File: config.mk
export PLATFORM = sky130hd
export DESIGN_NAME = scmcir_regs
export DESIGN_NICKNAME = d
export VERILOG_FILES = /design/src/scmcir_pkg.sv /design/src/scmcir_clk_if.sv /design/src/scmcir_regs.sv /design/src/scmcir_clkgen.sv
export SDC_FILE = /design/constraint.sdc
export NUM_CORES = 1
export LEC_CHECK = 0
export BUFFER_PORTS_ARGS = -buffer_cell sky130_fd_sc_hd__buf_2
export CORE_MARGIN = 10
export CORE_UTILIZATION = 51
export DETAILED_ROUTE_END_ITERATION = 16
export PLACE_DENSITY = 0.8
export RECOVER_POWER = 25
export SYNTH_ARGS = -nofsm -noshare
export SYNTH_HDL_FRONTEND = slang
export SYNTH_SLANG_ARGS = --single-unit
export TNS_END_PERCENT = 5
File: constraint.sdc
create_clock -name clk -period 3.3 [get_ports clk]
set_clock_uncertainty 0.15 [all_clocks]
set_input_delay 0.165 -clock clk [delete_from_list [all_inputs] [get_ports clk]]
set_output_delay 0.165 -clock clk [all_outputs]
set_load 0.03 [all_outputs]
File: src/scmcir_pkg.sv
// Shared constants for the smartcard module clock and interrupt register slice
package scmcir_pkg;

  ////////////////////////////////////////////////////////////////////////////////
  // Register offsets
  localparam logic [7:0] OFS_CLK_SEL    = 8'h32;
  localparam logic [7:0] OFS_SOON_HI    = 8'h33;
  localparam logic [7:0] OFS_SOON_LO    = 8'h34;
  localparam logic [7:0] OFS_SILENCE_HI = 8'h35;
  localparam logic [7:0] OFS_SILENCE_LO = 8'h36;
  localparam logic [7:0] OFS_VERSION    = 8'h40;
  localparam logic [7:0] OFS_SUMMARY    = 8'h41;
  localparam logic [7:0] OFS_DEV_SET    = 8'h42;
  localparam logic [7:0] OFS_GPIO       = 8'h43;
  localparam logic [7:0] OFS_MASK_UC    = 8'h44;
  localparam logic [7:0] OFS_MASK_M12   = 8'h45;
  localparam logic [7:0] OFS_MASK_M3    = 8'h46;

  ////////////////////////////////////////////////////////////////////////////////
  // Field positions
  localparam int BIT_OSC_SEL     = 7;
  localparam int BIT_FORCE_LOW   = 6;
  localparam int BIT_FORCE_HIGH  = 5;
  localparam int BIT_DIV_LSB     = 2;
  localparam int BIT_SOON_LO_LSB = 6;
  localparam int BIT_BOOST_EN    = 7;
  localparam int BIT_DIR_LSB     = 2;
  localparam int BIT_GPIO_IN_LSB = 4;
  localparam int BIT_SUM_UC      = 7;
  localparam int BIT_SUM_M1      = 6;
  localparam int BIT_SUM_M2      = 5;
  localparam int BIT_SUM_M3      = 4;
  localparam int BIT_SUM_OTP     = 3;
  localparam int BIT_SUM_SUPL    = 2;
  localparam int BIT_SUM_SYNC    = 1;
  localparam int BIT_SUM_GPIO    = 0;

  ////////////////////////////////////////////////////////////////////////////////
  // Reset values
  localparam logic [7:0] RST_CLK_SEL    = 8'h0c;
  localparam logic [7:0] RST_SOON_HI    = 8'haa;
  localparam logic [1:0] RST_SOON_LO    = 2'h0;
  localparam logic [7:0] RST_SILENCE_HI = 8'ha4;
  localparam logic [7:0] RST_SILENCE_LO = 8'h74;
  localparam logic [7:0] RST_DEV_SET    = 8'h80;
  localparam logic [3:0] RST_GPIO_OUT   = 4'hf;
  localparam logic [7:0] RST_MASK       = 8'h00;

  ////////////////////////////////////////////////////////////////////////////////
  // Internal oscillator timing
  localparam int CLK_FREQ_KHZ    = 10000;
  localparam int OSC_FREQ_KHZ    = 1200;
  localparam int OSC_HALF_CYCLES = (CLK_FREQ_KHZ / (2 * OSC_FREQ_KHZ)) < 1 ? 1 :
                                   (CLK_FREQ_KHZ / (2 * OSC_FREQ_KHZ));

  typedef enum logic [1:0] {
    SCMCIR_SRC_DIV  = 2'b00,
    SCMCIR_SRC_LOW  = 2'b01,
    SCMCIR_SRC_HIGH = 2'b10,
    SCMCIR_SRC_OSC  = 2'b11
  } scmcir_src_e;

endpackage

File: src/scmcir_clk_if.sv
// Settings and result between the register slice and the card clock generator
`timescale 1ns/100ps
interface scmcir_clk_if;
  logic       osc_select;
  logic       force_low;
  logic       force_high;
  logic [2:0] divider;
  logic       card_clock;

  modport ctrl (output osc_select, output force_low, output force_high, output divider, input card_clock);
  modport gen  (input osc_select, input force_low, input force_high, input divider, output card_clock);
endinterface

File: src/scmcir_regs.sv
// Register slice: third module clock and answer windows, version, interrupt summary, device settings
//
// Overview of operation
// - Oscillator select bit 7 drives card clock near 1.2 MHz, above all else.
// - With bit 7 clear, force-low bit 6 holds card clock at 0.
// - With bits 7 and 6 clear, force-high bit 5 holds card clock at 1.
// - Divider bits 4:2 give /1,/2,/4,/5, else /8; resets to 011.
// - Early window is ten bits: high byte resets aa, low bits 7:6 reset 00.
// - Mute window is sixteen bits: high byte resets a4, low byte 74.
// - Summary bit 7 sets on any user card fault or presence flag.
// - Summary bits 6,5,4 set on faults of modules one, two, three.
// - Summary bit 3 sets on over-temperature shutdown of all interfaces.
// - Summary bit 2 sets on supply supervisor shutdown of all interfaces.
// - Summary bit 1 sets when synchronous activation completes.
// - Summary bit 0 sets when an input-configured general pin changes level.
// - Interrupt pin is low while any summary bit is set.
// - Reading the summary register clears each set bit whose source is no longer present.
// - Device settings bit 7 enables the boost converter; resets to 1.
// - Device settings bits 5:2 set pin four..one direction, 1 input; reset 0.
// - A masked event neither sets its summary bit nor pulls the pin low.
// - An output level bit is ignored while its pin is an input.
`timescale 1ns/100ps
module scmcir_regs #(
  parameter logic [7:0] VERSION_CODE = 8'h5a  // Arbitrary value
) (
  input  wire logic        clk,
  input  wire logic        resetn,
  input  wire logic [7:0]  reg_addr,
  input  wire logic [7:0]  reg_wdata,
  input  wire logic        reg_wr,
  input  wire logic        reg_rd,
  output logic      [7:0]  reg_rdata,
  output logic             reg_rvalid,
  input  wire logic [4:0]  user_card_flags,
  input  wire logic [3:0]  first_module_flags,
  input  wire logic [3:0]  second_module_flags,
  input  wire logic [3:0]  third_module_flags,
  input  wire logic        over_temp_event,
  input  wire logic        supervisor_fault_event,
  input  wire logic        sync_complete_event,
  input  wire logic [3:0]  gpio_in,
  output logic      [3:0]  gpio_out,
  output logic      [3:0]  gpio_oe,
  output logic             int_n,
  output logic             boost_converter_enable,
  input  wire logic        module_input_clock,
  output logic             third_module_card_clock,
  output logic      [9:0]  third_module_soon_window,
  output logic      [15:0] third_module_silence_window
);

  // Register hit for an access of either kind
  function automatic logic hit(input logic [7:0] addr, input logic [7:0] ofs);
    hit = (addr == ofs);
  endfunction

  ////////////////////////////////////////////////////////////////////////////////
  // Register state
  logic [7:0] clk_sel_ff,    nxt_clk_sel;
  logic [7:0] soon_hi_ff,    nxt_soon_hi;
  logic [1:0] soon_lo_ff,    nxt_soon_lo;
  logic [7:0] silence_hi_ff, nxt_silence_hi;
  logic [7:0] silence_lo_ff, nxt_silence_lo;
  logic [7:0] summary_ff,    nxt_summary;
  logic [7:0] dev_set_ff,    nxt_dev_set;
  logic [3:0] gpio_lvl_ff,   nxt_gpio_lvl;
  logic [7:0] mask_uc_ff,    nxt_mask_uc;
  logic [7:0] mask_m12_ff,   nxt_mask_m12;
  logic [7:0] mask_m3_ff,    nxt_mask_m3;
  logic [7:0] rdata_ff,      nxt_rdata;
  logic       rvalid_ff,     nxt_rvalid;
  logic       int_n_ff,      nxt_int_n;
  logic [3:0] gpio_out_ff,   nxt_gpio_out;
  logic [3:0] gpio_oe_ff,    nxt_gpio_oe;

  // Pin synchronisers; the first stage is read only by the second
  logic [3:0] gpio_meta_ff;
  logic [3:0] gpio_sync_ff;
  logic [3:0] gpio_prev_ff;

  logic [7:0] set_bits;
  logic [3:0] gpio_dir;
  logic [3:0] gpio_change;

  scmcir_clk_if clk_bus ();

  ////////////////////////////////////////////////////////////////////////////////
  // Card clock generator
  assign clk_bus.osc_select = clk_sel_ff[scmcir_pkg::BIT_OSC_SEL];
  assign clk_bus.force_low  = clk_sel_ff[scmcir_pkg::BIT_FORCE_LOW];
  assign clk_bus.force_high = clk_sel_ff[scmcir_pkg::BIT_FORCE_HIGH];
  assign clk_bus.divider    = clk_sel_ff[scmcir_pkg::BIT_DIV_LSB +: 3];

  scmcir_clkgen #(
    .CNT_W (4)
  ) u_clkgen (
    .clk                (clk),
    .resetn             (resetn),
    .module_input_clock (module_input_clock),
    .cfg                (clk_bus.gen)
  );

  ////////////////////////////////////////////////////////////////////////////////
  // Event sources after masking
  always_comb begin
    gpio_dir    = dev_set_ff[scmcir_pkg::BIT_DIR_LSB +: 4];
    // Only pins set as inputs report a change
    gpio_change = (gpio_sync_ff ^ gpio_prev_ff) & gpio_dir;
    set_bits    = 8'h00;
    set_bits[scmcir_pkg::BIT_SUM_UC]   = |(user_card_flags &
        ~{mask_uc_ff[7], mask_uc_ff[6], mask_uc_ff[5], mask_m12_ff[0], mask_uc_ff[0]});
    set_bits[scmcir_pkg::BIT_SUM_M1]   = |(first_module_flags &
        ~{mask_m12_ff[7], mask_m12_ff[6], mask_m12_ff[5], mask_m12_ff[1]});
    set_bits[scmcir_pkg::BIT_SUM_M2]   = |(second_module_flags &
        ~{mask_m12_ff[4], mask_m12_ff[3], mask_m12_ff[2], mask_m12_ff[1]});
    set_bits[scmcir_pkg::BIT_SUM_M3]   = |(third_module_flags &
        ~{mask_m3_ff[7], mask_m3_ff[6], mask_m3_ff[5], mask_m12_ff[1]});
    set_bits[scmcir_pkg::BIT_SUM_OTP]  = over_temp_event & ~mask_uc_ff[3];
    set_bits[scmcir_pkg::BIT_SUM_SUPL] = supervisor_fault_event & ~mask_uc_ff[2];
    set_bits[scmcir_pkg::BIT_SUM_SYNC] = sync_complete_event & ~mask_uc_ff[4];
    set_bits[scmcir_pkg::BIT_SUM_GPIO] = |(gpio_change & ~mask_m3_ff[4:1]) & ~mask_uc_ff[1];
  end

  ////////////////////////////////////////////////////////////////////////////////
  // Register access and next state
  always_comb begin
    nxt_clk_sel    = clk_sel_ff;
    nxt_soon_hi    = soon_hi_ff;
    nxt_soon_lo    = soon_lo_ff;
    nxt_silence_hi = silence_hi_ff;
    nxt_silence_lo = silence_lo_ff;
    nxt_dev_set    = dev_set_ff;
    nxt_gpio_lvl   = gpio_lvl_ff;
    nxt_mask_uc    = mask_uc_ff;
    nxt_mask_m12   = mask_m12_ff;
    nxt_mask_m3    = mask_m3_ff;
    nxt_rdata      = rdata_ff;
    nxt_rvalid     = reg_rd;

    if (reg_wr) begin
      if (hit(reg_addr, scmcir_pkg::OFS_CLK_SEL)) begin
        nxt_clk_sel = {reg_wdata[7:2], 2'h0};
      end
      if (hit(reg_addr, scmcir_pkg::OFS_SOON_HI)) begin
        nxt_soon_hi = reg_wdata;
      end
      if (hit(reg_addr, scmcir_pkg::OFS_SOON_LO)) begin
        nxt_soon_lo = reg_wdata[scmcir_pkg::BIT_SOON_LO_LSB +: 2];
      end
      if (hit(reg_addr, scmcir_pkg::OFS_SILENCE_HI)) begin
        nxt_silence_hi = reg_wdata;
      end
      if (hit(reg_addr, scmcir_pkg::OFS_SILENCE_LO)) begin
        nxt_silence_lo = reg_wdata;
      end
      if (hit(reg_addr, scmcir_pkg::OFS_DEV_SET)) begin
        nxt_dev_set = {reg_wdata[7], 1'b0, reg_wdata[5:2], 2'h0};
      end
      if (hit(reg_addr, scmcir_pkg::OFS_GPIO)) begin
        nxt_gpio_lvl = reg_wdata[3:0];
      end
      if (hit(reg_addr, scmcir_pkg::OFS_MASK_UC)) begin
        nxt_mask_uc = reg_wdata;
      end
      if (hit(reg_addr, scmcir_pkg::OFS_MASK_M12)) begin
        nxt_mask_m12 = reg_wdata;
      end
      if (hit(reg_addr, scmcir_pkg::OFS_MASK_M3)) begin
        nxt_mask_m3 = {reg_wdata[7:1], 1'b0};
      end
    end

    if (reg_rd) begin
      case (reg_addr)
        scmcir_pkg::OFS_CLK_SEL:    nxt_rdata = clk_sel_ff;
        scmcir_pkg::OFS_SOON_HI:    nxt_rdata = soon_hi_ff;
        scmcir_pkg::OFS_SOON_LO:    nxt_rdata = {soon_lo_ff, 6'h00};
        scmcir_pkg::OFS_SILENCE_HI: nxt_rdata = silence_hi_ff;
        scmcir_pkg::OFS_SILENCE_LO: nxt_rdata = silence_lo_ff;
        scmcir_pkg::OFS_VERSION:    nxt_rdata = VERSION_CODE;
        scmcir_pkg::OFS_SUMMARY:    nxt_rdata = summary_ff;
        scmcir_pkg::OFS_DEV_SET:    nxt_rdata = dev_set_ff;
        scmcir_pkg::OFS_GPIO:       nxt_rdata = {gpio_sync_ff, gpio_lvl_ff};
        scmcir_pkg::OFS_MASK_UC:    nxt_rdata = mask_uc_ff;
        scmcir_pkg::OFS_MASK_M12:   nxt_rdata = mask_m12_ff;
        scmcir_pkg::OFS_MASK_M3:    nxt_rdata = mask_m3_ff;
        default:                    nxt_rdata = 8'h00;
      endcase
    end

    // A source still present re-sets its bit; a set in the read cycle survives
    if (reg_rd && hit(reg_addr, scmcir_pkg::OFS_SUMMARY)) begin
      nxt_summary = set_bits;
    end else begin
      nxt_summary = summary_ff | set_bits;
    end
    // Pin follows the next summary so it tracks the register in the same cycle
    nxt_int_n = ~(|nxt_summary);

    // Output pins are released while set as inputs; the level bit is kept
    nxt_gpio_oe  = ~nxt_dev_set[scmcir_pkg::BIT_DIR_LSB +: 4];
    nxt_gpio_out = nxt_gpio_lvl & nxt_gpio_oe;
  end

  always_ff @(posedge clk) begin
    gpio_meta_ff <= gpio_in;
    gpio_sync_ff <= gpio_meta_ff;
    if (!resetn) begin
      clk_sel_ff    <= scmcir_pkg::RST_CLK_SEL;
      soon_hi_ff    <= scmcir_pkg::RST_SOON_HI;
      soon_lo_ff    <= scmcir_pkg::RST_SOON_LO;
      silence_hi_ff <= scmcir_pkg::RST_SILENCE_HI;
      silence_lo_ff <= scmcir_pkg::RST_SILENCE_LO;
      summary_ff    <= 8'h00;
      dev_set_ff    <= scmcir_pkg::RST_DEV_SET;
      gpio_lvl_ff   <= scmcir_pkg::RST_GPIO_OUT;
      mask_uc_ff    <= scmcir_pkg::RST_MASK;
      mask_m12_ff   <= scmcir_pkg::RST_MASK;
      mask_m3_ff    <= scmcir_pkg::RST_MASK;
      rdata_ff      <= 8'h00;
      rvalid_ff     <= 1'b0;
      int_n_ff      <= 1'b1;
      gpio_out_ff   <= 4'h0;
      gpio_oe_ff    <= 4'h0;
      gpio_prev_ff  <= 4'h0;
    end else begin
      clk_sel_ff    <= nxt_clk_sel;
      soon_hi_ff    <= nxt_soon_hi;
      soon_lo_ff    <= nxt_soon_lo;
      silence_hi_ff <= nxt_silence_hi;
      silence_lo_ff <= nxt_silence_lo;
      summary_ff    <= nxt_summary;
      dev_set_ff    <= nxt_dev_set;
      gpio_lvl_ff   <= nxt_gpio_lvl;
      mask_uc_ff    <= nxt_mask_uc;
      mask_m12_ff   <= nxt_mask_m12;
      mask_m3_ff    <= nxt_mask_m3;
      rdata_ff      <= nxt_rdata;
      rvalid_ff     <= nxt_rvalid;
      int_n_ff      <= nxt_int_n;
      gpio_out_ff   <= nxt_gpio_out;
      gpio_oe_ff    <= nxt_gpio_oe;
      gpio_prev_ff  <= gpio_sync_ff;
    end
  end

  ////////////////////////////////////////////////////////////////////////////////
  // Outputs
  assign reg_rdata                   = rdata_ff;
  assign reg_rvalid                  = rvalid_ff;
  assign int_n                       = int_n_ff;
  assign gpio_out                    = gpio_out_ff;
  assign gpio_oe                     = gpio_oe_ff;
  assign boost_converter_enable      = dev_set_ff[scmcir_pkg::BIT_BOOST_EN];
  assign third_module_card_clock     = clk_bus.card_clock;
  assign third_module_soon_window    = {soon_hi_ff, soon_lo_ff};
  assign third_module_silence_window = {silence_hi_ff, silence_lo_ff};

endmodule

File: src/scmcir_clkgen.sv
// Third module card clock generator: oscillator, forced levels and divider
`timescale 1ns/100ps
module scmcir_clkgen #(
  parameter int CNT_W = 4
) (
  input  wire logic   clk,
  input  wire logic   resetn,
  input  wire logic   module_input_clock,
  scmcir_clk_if.gen   cfg
);

  generate
    if (CNT_W < 4) begin : g_chk
      $error("CNT_W must hold a count of 2*8 input edges");
    end
  endgenerate

  // Edges of the input clock counted modulo 2N; output high for the first N
  function automatic logic [CNT_W-1:0] div_ratio(input logic [2:0] code);
    case (code)
      3'h0:    div_ratio = CNT_W'(1);
      3'h1:    div_ratio = CNT_W'(2);
      3'h2:    div_ratio = CNT_W'(4);
      3'h3:    div_ratio = CNT_W'(5);
      default: div_ratio = CNT_W'(8);
    endcase
  endfunction

  ////////////////////////////////////////////////////////////////////////////////
  logic             in_meta_ff, in_sync_ff, in_prev_ff;
  logic [CNT_W-1:0] edge_cnt_ff, nxt_edge_cnt;
  logic [2:0]       osc_cnt_ff, nxt_osc_cnt;
  logic             osc_ff, nxt_osc;
  logic             clk_out_ff, nxt_clk_out;
  logic [CNT_W-1:0] ratio;
  scmcir_pkg::scmcir_src_e src;

  always_comb begin
    ratio        = div_ratio(cfg.divider);
    nxt_edge_cnt = edge_cnt_ff;
    nxt_osc_cnt  = osc_cnt_ff + 3'h1;
    nxt_osc      = osc_ff;
    if (osc_cnt_ff >= 3'(scmcir_pkg::OSC_HALF_CYCLES - 1)) begin
      nxt_osc_cnt = 3'h0;
      nxt_osc     = ~osc_ff;
    end
    // Both input edges advance the count, so odd ratios keep an exact period
    if (in_sync_ff != in_prev_ff) begin
      if (edge_cnt_ff >= CNT_W'((2 * ratio) - 1)) begin
        nxt_edge_cnt = '0;
      end else begin
        nxt_edge_cnt = edge_cnt_ff + CNT_W'(1);
      end
    // One extra bit: twice the /8 ratio does not fit the count width
    end else if ({1'b0, edge_cnt_ff} >= {ratio, 1'b0}) begin
      nxt_edge_cnt = '0;
    end
    if (cfg.osc_select) begin
      src = scmcir_pkg::SCMCIR_SRC_OSC;
    end else if (cfg.force_low) begin
      src = scmcir_pkg::SCMCIR_SRC_LOW;
    end else if (cfg.force_high) begin
      src = scmcir_pkg::SCMCIR_SRC_HIGH;
    end else begin
      src = scmcir_pkg::SCMCIR_SRC_DIV;
    end
    case (src)
      scmcir_pkg::SCMCIR_SRC_OSC:  nxt_clk_out = osc_ff;
      scmcir_pkg::SCMCIR_SRC_LOW:  nxt_clk_out = 1'b0;
      scmcir_pkg::SCMCIR_SRC_HIGH: nxt_clk_out = 1'b1;
      scmcir_pkg::SCMCIR_SRC_DIV:  nxt_clk_out = (nxt_edge_cnt < ratio);
      default:                     nxt_clk_out = 1'b0;
    endcase
  end

  always_ff @(posedge clk) begin
    in_meta_ff <= module_input_clock;
    in_sync_ff <= in_meta_ff;
    if (!resetn) begin
      in_prev_ff  <= 1'b0;
      edge_cnt_ff <= '0;
      osc_cnt_ff  <= 3'h0;
      osc_ff      <= 1'b0;
      clk_out_ff  <= 1'b0;
    end else begin
      in_prev_ff  <= in_sync_ff;
      edge_cnt_ff <= nxt_edge_cnt;
      osc_cnt_ff  <= nxt_osc_cnt;
      osc_ff      <= nxt_osc;
      clk_out_ff  <= nxt_clk_out;
    end
  end

  assign cfg.card_clock = clk_out_ff;

endmodule

Word-level counts from Yosys, hierarchy flattened

Cells that the tools add are included.
Widths: inputs -> output; s select.

Register bits: 114
Latch bits: 0
Memory bits (writable): 0
Memory bits (read-only): 0
Input bits: 45
Output and inout bits: 46
Word-level logic and storage cells: 112
Memories kept: 0

Add/subtract/negate cells: 3
Multipliers: 0
Div/mod/pow operators: 0
Order comparisons: 4
Eq/ne operators: 19
Shift-type cells: 0
Mux-type cells: 14
Bitwise gates (word level): 26
Reductions and logical operators: 19

Operators by type and width:

| operator            | number |
|---|---|
| $pmux 8 s12         | 1 |
| $eq 8x7->1 const B  | 7 |
| $eq 8x6->1 const B  | 5 |
| $and 4x4->4         | 6 |
| $mux 4              | 5 |
| $not 4->4           | 5 |
| $reduce_and 2->1    | 9 |
| $pmux 4 s4          | 1 |
| $reduce_or 4->1     | 4 |
| $mux 6              | 2 |
| $mux 8              | 1 |
| $or 8x8->8          | 1 |
| $reduce_or 8->1     | 1 |
| $not 1->1           | 7 |
| $eq 3x2->1 const B  | 2 |
| $mux 2              | 3 |
| $and 5x5->5         | 1 |
| $ge 4x5->1          | 1 |
| $not 5->5           | 1 |
| $reduce_or 5->1     | 1 |
| $add 4x1->4 const B | 1 |
| $and 1x1->1         | 4 |
| $eq 2x2->1 const B  | 2 |
| $ge 4x4->1          | 1 |
| other kinds (13)    | 13 |

Depth between registers and ports, before layout

Gate-level depths: netlist of run 1.

Depth in word-level cells: 9
Gate-level depth with buffers: 15
Gate-level depth less buffers: 15

Hierarchy

A second synthesis of run 1 with hierarchy kept.

Cell total of the unflattened synthesis: 606
Area total of the unflattened synthesis: 5271.3 um^2

By module, submodules not included:

| module        | times used | cells each | area each (um^2) | sequential area each (um^2) |
|---|---|---|---|---|
| scmcir_regs   | 1          | 525        | 4506.8           | 2042.0 |
| scmcir_clkgen | 1          | 81         | 764.5            | 240.2 |

Worst setup path before layout of run 1

Ideal clock, no wire load.

Kind: register -> register
From: register clk_sel_ff[2]
To: register u_clkgen.clk_out_ff, in the netlist u_clkgen.cfg.card_clock
Library setup time: 101 ps
Arrival time: 2951 ps
Data required time: 3049 ps
Path slack: 98 ps
Cell stages (with the launch flop): 13
Path buffers: 0
Period minus slack after synthesis: 3202 ps
Path through: dfxtp_1 xor2_1 nand2b_1 ha_1 xor2_1 ha_1 o211ai_1 o211ai_1 a21oi_1 or2_2 ha_1 or4_1 o41ai_1

Cells in the longest elaborated chain, start to end: 8
Elaborated cells between the ends (all ways): 13
Classes of those cells: add/sub: 1; order compare: 3; eq/ne: 3; mux: 5; reduce/logical: 1

Ends and longest elaborated chain:

| element                                  | RTL line            | text |
|---|---|---|
| start, declared                          | scmcir_regs.sv:59   | `logic [7:0] clk_sel_ff, nxt_clk_sel;` |
| start signal, assigned                   | scmcir_regs.sv:209  | `clk_sel_ff <= scmcir_pkg::RST_CLK_SEL;` |
| start signal, assigned                   | scmcir_regs.sv:227  | `clk_sel_ff <= nxt_clk_sel;` |
| $eq 3x2->1, or another cell as far along | scmcir_clkgen.sv:20 | `case (code)` |
| $pmux 4 s4 *                             | scmcir_clkgen.sv:20 |  |
| $sub 4x1->4                              | scmcir_clkgen.sv:49 | `if (edge_cnt_ff >= CNT_W'((2 * ratio) - 1)) begin` |
| $ge 4x4->1                               | scmcir_clkgen.sv:49 |  |
| $mux 4                                   | scmcir_clkgen.sv:49 |  |
| $mux 4 *                                 | scmcir_clkgen.sv:48 | `if (in_sync_ff != in_prev_ff) begin` |
| via u_clkgen.nxt_edge_cnt[3]             | scmcir_clkgen.sv:31 | `logic [CNT_W-1:0] edge_cnt_ff, nxt_edge_cnt;` |
| $lt 4x4->1 *                             | scmcir_clkgen.sv:71 | `scmcir_pkg::SCMCIR_SRC_DIV: nxt_clk_out = (nxt_edge_cnt < ratio);` |
| $pmux 1 s4 *                             | scmcir_clkgen.sv:67 | `case (src)` |
| end signal, assigned                     | scmcir_clkgen.sv:90 | `clk_out_ff <= nxt_clk_out;` |
| end, declared                            | scmcir_clkgen.sv:34 | `logic clk_out_ff, nxt_clk_out;` |

The timed path passes the listed nets; every way through them passes the cells marked *.
A chain may end at the register's enable or synchronous reset.

Final worst setup path of run 1

From: register clk_sel_ff[3]
To: register u_clkgen.clk_out_ff, in the netlist u_clkgen.cfg.card_clock

Same word-level chain as after synthesis.

==> flow_summary.toml, run 1 <==
[detailed_routing]
ant_nets = 0
drt_iter0_markers = 616
num_vias = 5195
wl_mm = 17.70
via_per_inst = 6.006
drc = 0
dr.pass1.iters = 6
avgRoutedWirePerCell_um = 20.47

[die]
die_width_um = 122.2
dieHeight_um = 122.2
start_util_pct = 52.09
core_um2 = 10230
die_area_um2 = 14940
num_rows = 37
ios = 91

[yosys]
synthArstFlopShare_pct = 0
synth_nets = 658
synth-edff-count = 0
synth.avg_cell_area_um2 = 8.852
yosys_warnings = 0
synth-main-ff-cell = "dfxtp_1"
yosysSeqAreaShare_pct = 42.83
syn_inst = 602
syn_area_um2 = 5329
ys_types = 64
ys_seq_elements = 114

[sta]
tightest_slew_ps = 902.8
setup_viol = 0
fmax_ghz = 0.3090
period_needed_ps = 3236
finalCritPeriodShare_pct = 98.07
maxSlewViolCount = 0
hold_slack_ps = 11.23
setup_ws_ps = 63.67
grt_setup_unrepaired = "true"
hold_viol = 0
slew_headroom_pct = 39.81

[clocking]
clock_sinks = 114
clkTransAtPathRegs_ps = 50
clock_latency_ps = 530
cts_tree = "built"
htreeDepth = 4
clk_path_buf_depth = 2
cts-buffers-inserted = 17
cts_root_buf = "clkbuf_8"

[global_routing]
grt_pass1_wl_mm = 26.74
gr-total-overflow = 0
antenna_found_initial = 0
grt_pass1_vias = 4915
track_usage_pct = 22.97
grt_max_degree = 38

[finish]
area_growth_pct = 27.31
finalNonFillerCells = 865
design_area_um2 = 6784
layout.nets = 775
drive_gt1_share_pct = 18.79
n_antenna_cell = 0
final_common_cell = "dfxtp_1"
final_cell_mix = "dfxtp_1 (112), nand2_1 (83), buf_2 (68)"

[setup_path]
path_class = "flip-flop to flip-flop"
cp_max_fo = 4
cp-end-kind = "flip-flop"
required_ps = 3580
critPathArrivalTime_ps = 3520
start_kind = "flip-flop"

[place]
dp_cells = 806
post-place-ws_ps = -101.0
place_hpwl_mm = 12.22
placed_area_um2 = 5909
place_congestion = 0.9260
portBuffers = 90

[status]
status = "finished clean"

[power]
p_leak_nw = 2.615
power_w = 0.003529
ir_drop_mv = 0.2876
power-per-cell-area_nw_per_um2 = 520.2

[run]
maxCapViolCount = 0

[min_path]
hp-class = "primary input to flip-flop"
==> power by group <==
part,internal [W],leakage (nW),switching [W]
sequential,0.00142,0.931,0.0000338
clock,0.00115,0.274,0.000611
combinational,0.000134,1.41,0.000180
total,0.00270,2.61,0.000825
==> metal layers <==
metal  global-route usage [%]  vias to the layer above  wire length, um
met4                    8.616                        0              457
met5                        0                        -                0
met2                    36.51                      316             8289
met1                    28.65                     2442             7040
met3                    7.254                       50             1917
li1                         -                     2387                -
==> path summary, 6_finish.rpt <==
check | from | end | slack (ps) | cells past startpoint
hold reg to reg | u_clkgen.in_meta_ff$_DFF_P_ | u_clkgen.in_sync_ff$_DFF_P_ | 180 | 0
setup reg to reg | clk_sel_ff[3]$_SDFFE_PN1P_ | u_clkgen.cfg.card_clock$_SDFF_PN0_ | 60 | 12
hold / removal | first_module_flags[1] | summary_ff[6]$_SDFF_PN0_ | 10 | 5
setup / recovery | clk_sel_ff[3]$_SDFFE_PN1P_ | u_clkgen.cfg.card_clock$_SDFF_PN0_ | 60 | 12
==> flip-flops by register name, summed over array words and instances (netlist names), 2 cells and up <==
signal	count
gpio_prev_ff	4
u_clkgen.osc_cnt_ff	3
silence_lo_ff	8
mask_m3_ff	7
gpio_oe	4
mask_uc_ff	8
gpio_out	4
dev_set_ff	5
silence_hi_ff	8
gpio_meta_ff	4
mask_m12_ff	8
summary_ff	8
gpio_lvl_ff	4
soon_lo_ff	2
gpio_sync_ff	4
reg_rdata	8
u_clkgen.edge_cnt_ff	4
soon_hi_ff	8
clk_sel_ff	6
==> critical path, cell delays in order (launching register included) <==
cell      delay [ps]
dfxtp_2          330
xor2_1           170
nand2b_4         150
ha_4             150
xor2_1           150
ha_1             290
o211ai_1          90
o211ai_1         290
a21oi_1          100
or2_4            260
ha_2             190
or4_4            490
o41ai_2          320
==> area by class of cell <==
| class | count | area [um^2] |
|---|---|---|
| fill | 826 | 3447 |
| inverter | 14 | 52.55 |
| tap | 136 | 170.2 |
| clock inverter | 7 | 110.1 |
| sequential | 114 | 2285 |
| timing repair buffer | 134 | 814.5 |
| multi-input combinational | 438 | 2909 |
| clock buffer | 22 | 442.9 |
==> logic make-up (layout without fill, tap and decap cells) <==
logic type | Yosys count | after routing | share of synthesized area [%]
and+or+nand+nor | 225 | 225 | 22.35
AOI/OAI and AO/OA | 163 | 163 | 21.32
DFF | 114 | 114 | 42.83
buffers and inverters | 50 | 177 | 3.710
muxes | 31 | 31 | 5.893
adders and majority gates | 11 | 11 | 2.583
xor gates and xnor gates | 8 | 8 | 1.315
==> synth_stat cells (5+ instances only) <==
library cell	number	area share, %
clkbuf_1	31	2.2
nand2_1	83	5.8
mux2i_1	28	5.3
nor3b_1	5	0.70
ha_1	11	2.6
a22o_1	8	1.3
and3_1	5	0.59
dfxtp_1	114	43
inv_1	14	0.99
nor2b_1	35	4.1
and2_1	17	2.0
o21ai_0	47	4.4
a22oi_1	7	0.99
nand3_1	23	2.2
a21boi_0	35	4.9
a21oi_1	9	0.85
o22ai_1	5	0.59
nor2_1	19	1.3
xnor2_1	6	0.99
nand2b_1	10	1.2
and3b_1	5	0.82
a31oi_1	9	1.1
==> through the flow <==
| step | utilization [%] | setup TNS [ps] |
|---|---|---|
| 5_1_grt | 66.31 | -81.34 |
| 4_1_cts | 65.86 | 0 |
| 2_1_floorplan | - | 0 |
| 6_report | 66.31 | 0 |
| 3_3_place_gp | 57.76 | 0 |
| 3_5_place_dp | 57.76 | -101.0 |
==> timing repair <==
action,4_1_cts,5_1_grt
hold buffers,26,0
pin swaps,2,8
endpoints found under the setup margin,1,1
gates resized for setup,1,14
endpoints found under the hold margin,81,0
setup buffers,1,3
(Power assumes the default switching activity.)
==> run 2: changes to the inputs <==
- PLACE_DENSITY: 0.8 -> 0.81
- SYNTH_HIERARCHICAL: default -> 1
==> run 2 against run 1 <==
  * The run now ends with max-capacitance violations, max-slew violations, negative setup slack left
  * Sequential power is essentially flat
  * Hold slack lost 8.5 ps
  * Combinational power shrank 6%
  * Critical path depth grew 1
  * Global-route usage shrank 1.0 points
  * Critical endpoint is now u_clkgen/cfg.card_clock$_SDFF_PN0_
  * Synthesized area shrank 1.1%
  * Sequential share of layout area grew 0.34 points
  * Via count shrank 1.7%
  * Total power grew 2.4%
  * Clock power grew 6%
  * Maximum frequency shrank 5.0%
  * Count of clock-buffer cells in the layout shrank 2
  * Highest routed layer unchanged
==> flow_summary.toml, run 2 <==
[clocking]
clk_path_buf_depth = 2
htreeDepth = 4
clock_sinks = 114
cts-buffers-inserted = 17
clkTransAtPathRegs_ps = 50
cts_tree = "built"
cts_root_buf = "clkbuf_8"
clock_latency_ps = 530

[yosys]
yosys-top-cells-area = "dfxtp_1 (43%), nand2_1 (8.1%), a21boi_0 (6.3%)"
syn_inst = 606
syn_area_um2 = 5271
synthArstFlopShare_pct = 0
synth.avg_cell_area_um2 = 8.699
synth_commonest_cells = "dfxtp_1 (114), nand2_1 (114), nand3_1 (57), a21boi_0 (44)"
synth-main-ff-cell = "dfxtp_1"
ys_seq_elements = 114
yosysSeqAreaShare_pct = 43.29
synth-edff-count = 0
yosysTopAreaCell = "dfxtp_1"
synth_top_area_share_pct = 43.29
synth_nets = 662
yosys_warnings = 6
ys_types = 59

[power]
p_leak_nw = 2.706
power-per-cell-area_nw_per_um2 = 537.9
power_w = 0.003613
ir_drop_mv = 0.3413

[place]
dp_cells = 802
portBuffers = 90
place_hpwl_mm = 11.26
placed_area_um2 = 5799
place_congestion = 0.9297

[finish]
finalNonFillerCells = 860
design_area_um2 = 6716
multi_input_area_um2 = 2774
seqCellArea_um2 = 2285
final_common_cell = "nand2_1"
utilization_pct = 65.95
layout.nets = 768
nFillCells = 805
drive_gt1_share_pct = 19.61
final_cell_mix = "nand2_1 (114), dfxtp_1 (112), buf_2 (75)"
n_antenna_cell = 0
area_growth_pct = 27.42

[sta]
setup_viol = 1
maxSlewViolCount = 45
fmax_ghz = 0.2936
setup_ws_ps = -106.4
period_needed_ps = 3406
hold_viol = 0
finalCritPeriodShare_pct = 103.2
tightest_slew_ps = 1585
slew_headroom_pct = -5.689
grt_setup_unrepaired = "true"
fin_tns_setup_ps = -106.4

[die]
ios = 91
core_um2 = 10180
num_rows = 37
die_area_um2 = 14800
start_util_pct = 51.76
dieHeight_um = 121.7
die_width_um = 121.7

[status]
status = "finished, violations left"
violations = "max-capacitance violations, max-slew violations, negative setup slack"

[global_routing]
grt.met1_usage_pct = 27.32
track_usage_pct = 21.94
grt_pass1_vias = 4937
use_met2_pct = 34.57
antenna_found_initial = 0
gr-total-overflow = 0
grt_pass1_wl_mm = 25.81
top_usage_layer = "met2"
grt_max_degree = 45
grtUsageMet3_pct = 7.031

[setup_path]
required_ps = 3610
max_stage_delay_ps = 390
start_kind = "flip-flop"
path_class = "flip-flop to flip-flop"
cp_slowest_cell = "a211oi_4"
critPathArrivalTime_ps = 3720
cp_max_fo = 6
cp-end-kind = "flip-flop"
path_common_cell = "ha_1"
worstPathCellList = "xor2_2, nand2b_4, ha_1, ha_4, a31o_4, a211oi_4, nand3b_1, a31oi_1, ha_1, a21oi_2, nor2b_1, o41ai_2, o311a_1"

[detailed_routing]
drc = 0
via_per_inst = 5.936
wl_mm = 16.52
dr.pass1.iters = 6
drt_iter0_markers = 592
num_vias = 5105
ant_nets = 0
avgRoutedWirePerCell_um = 19.20

[min_path]
hp-class = "primary input to flip-flop"

[run]
maxCapViolCount = 1
==> run 2: cell count changes after synthesis, moves of 7 or more <==
cell,delta
a21boi_0,+9
nor2b_1,-15
nand2_1,+31
a22oi_1,+10
a21oi_1,+9
nand2b_1,-7
o21ai_0,-34
nand3_1,+34
inv_1,+11
buf_2,+9
mux2i_1,-17
nor2_1,-10
==> run 2: path summary, 6_finish.rpt <==
check	from	to	slack, ps	cells past startpoint
max	clk_sel_ff[3]$_SDFFE_PN1P_	u_clkgen/cfg.card_clock$_SDFF_PN0_	-110	13
min	first_module_flags[3]	summary_ff[6]$_SDFF_PN0_	3	5
max reg2reg	clk_sel_ff[3]$_SDFFE_PN1P_	u_clkgen/cfg.card_clock$_SDFF_PN0_	-110	13
min reg2reg	gpio_meta_ff[1]$_DFF_P_	gpio_sync_ff[1]$_DFF_P_	170	0
==> run 2: kinds of logic (layout without fill, tap and decap cells) <==
group | Yosys count | in the layout | share of synthesized area (%)
flip-flops | 114 | 114 | 43.29
buffers and inverters | 67 | 185 | 5.531
XOR/XNOR | 8 | 8 | 1.329
AO/OA/AOI/OAI | 145 | 145 | 20.39
AND/OR/NAND/NOR | 248 | 248 | 24.33
multiplexers | 13 | 13 | 2.516
adder cells (fa/ha/maj) | 11 | 11 | 2.611
==> run 2: critical path, delay by kind of cell, from the launching register on <==
family / cells / cell delay [ps]
simple gates: 3 / 390
compound gates: 6 / 1440
xor+xnor: 1 / 190
flops: 1 / 350
fa+ha+maj: 3 / 830
==> run 2: through the flow <==
stage	setup slack, ps	hold slack, ps
2_1_floorplan	98.38	42.72
5_1_grt	-194.4	55.45
6_report	-106.4	2.719
3_5_place_dp	-214.1	119.0
4_1_cts	-24.32	0.7467
3_3_place_gp	46.24	117.4
==> run 2: final cells by class <==
type / instances / area share [%]
inverters: 25 / 1.397
well taps: 136 / 2.534
clock buffers: 20 / 6.632
clock inverters: 11 / 2.385
repair buffers: 129 / 11.74
multi-input cells: 425 / 41.30
flip-flops and latches: 114 / 34.02
==> run 2: power by group <==
group / internal [W] / total (W) / switching [W]
Sequential: 0.00142 / 0.00145 / 0.0000320
Clock: 0.00125 / 0.00187 / 0.000615
Combinational: 0.000122 / 0.000295 / 0.000172
Total: 0.00279 / 0.00361 / 0.000819
==> run 2: what timing repair did <==
action | in CTS | in global routing
cloned | 0 | 0
endpoints found under the setup margin | 1 | 1
hold endpoints to repair | 85 | 0
resized for setup | 10 | 2
pin swaps | 4 | 6
buffers inserted | 0 | 0
hold buffers | 27 | 0
==> run 2: layer usage <==
metal / up-vias / share of wire (%)
met5: - / 0
li1: 2359 / -
met1: 2360 / 41
met4: 0 / 3.0
met2: 339 / 46
met3: 47 / 10
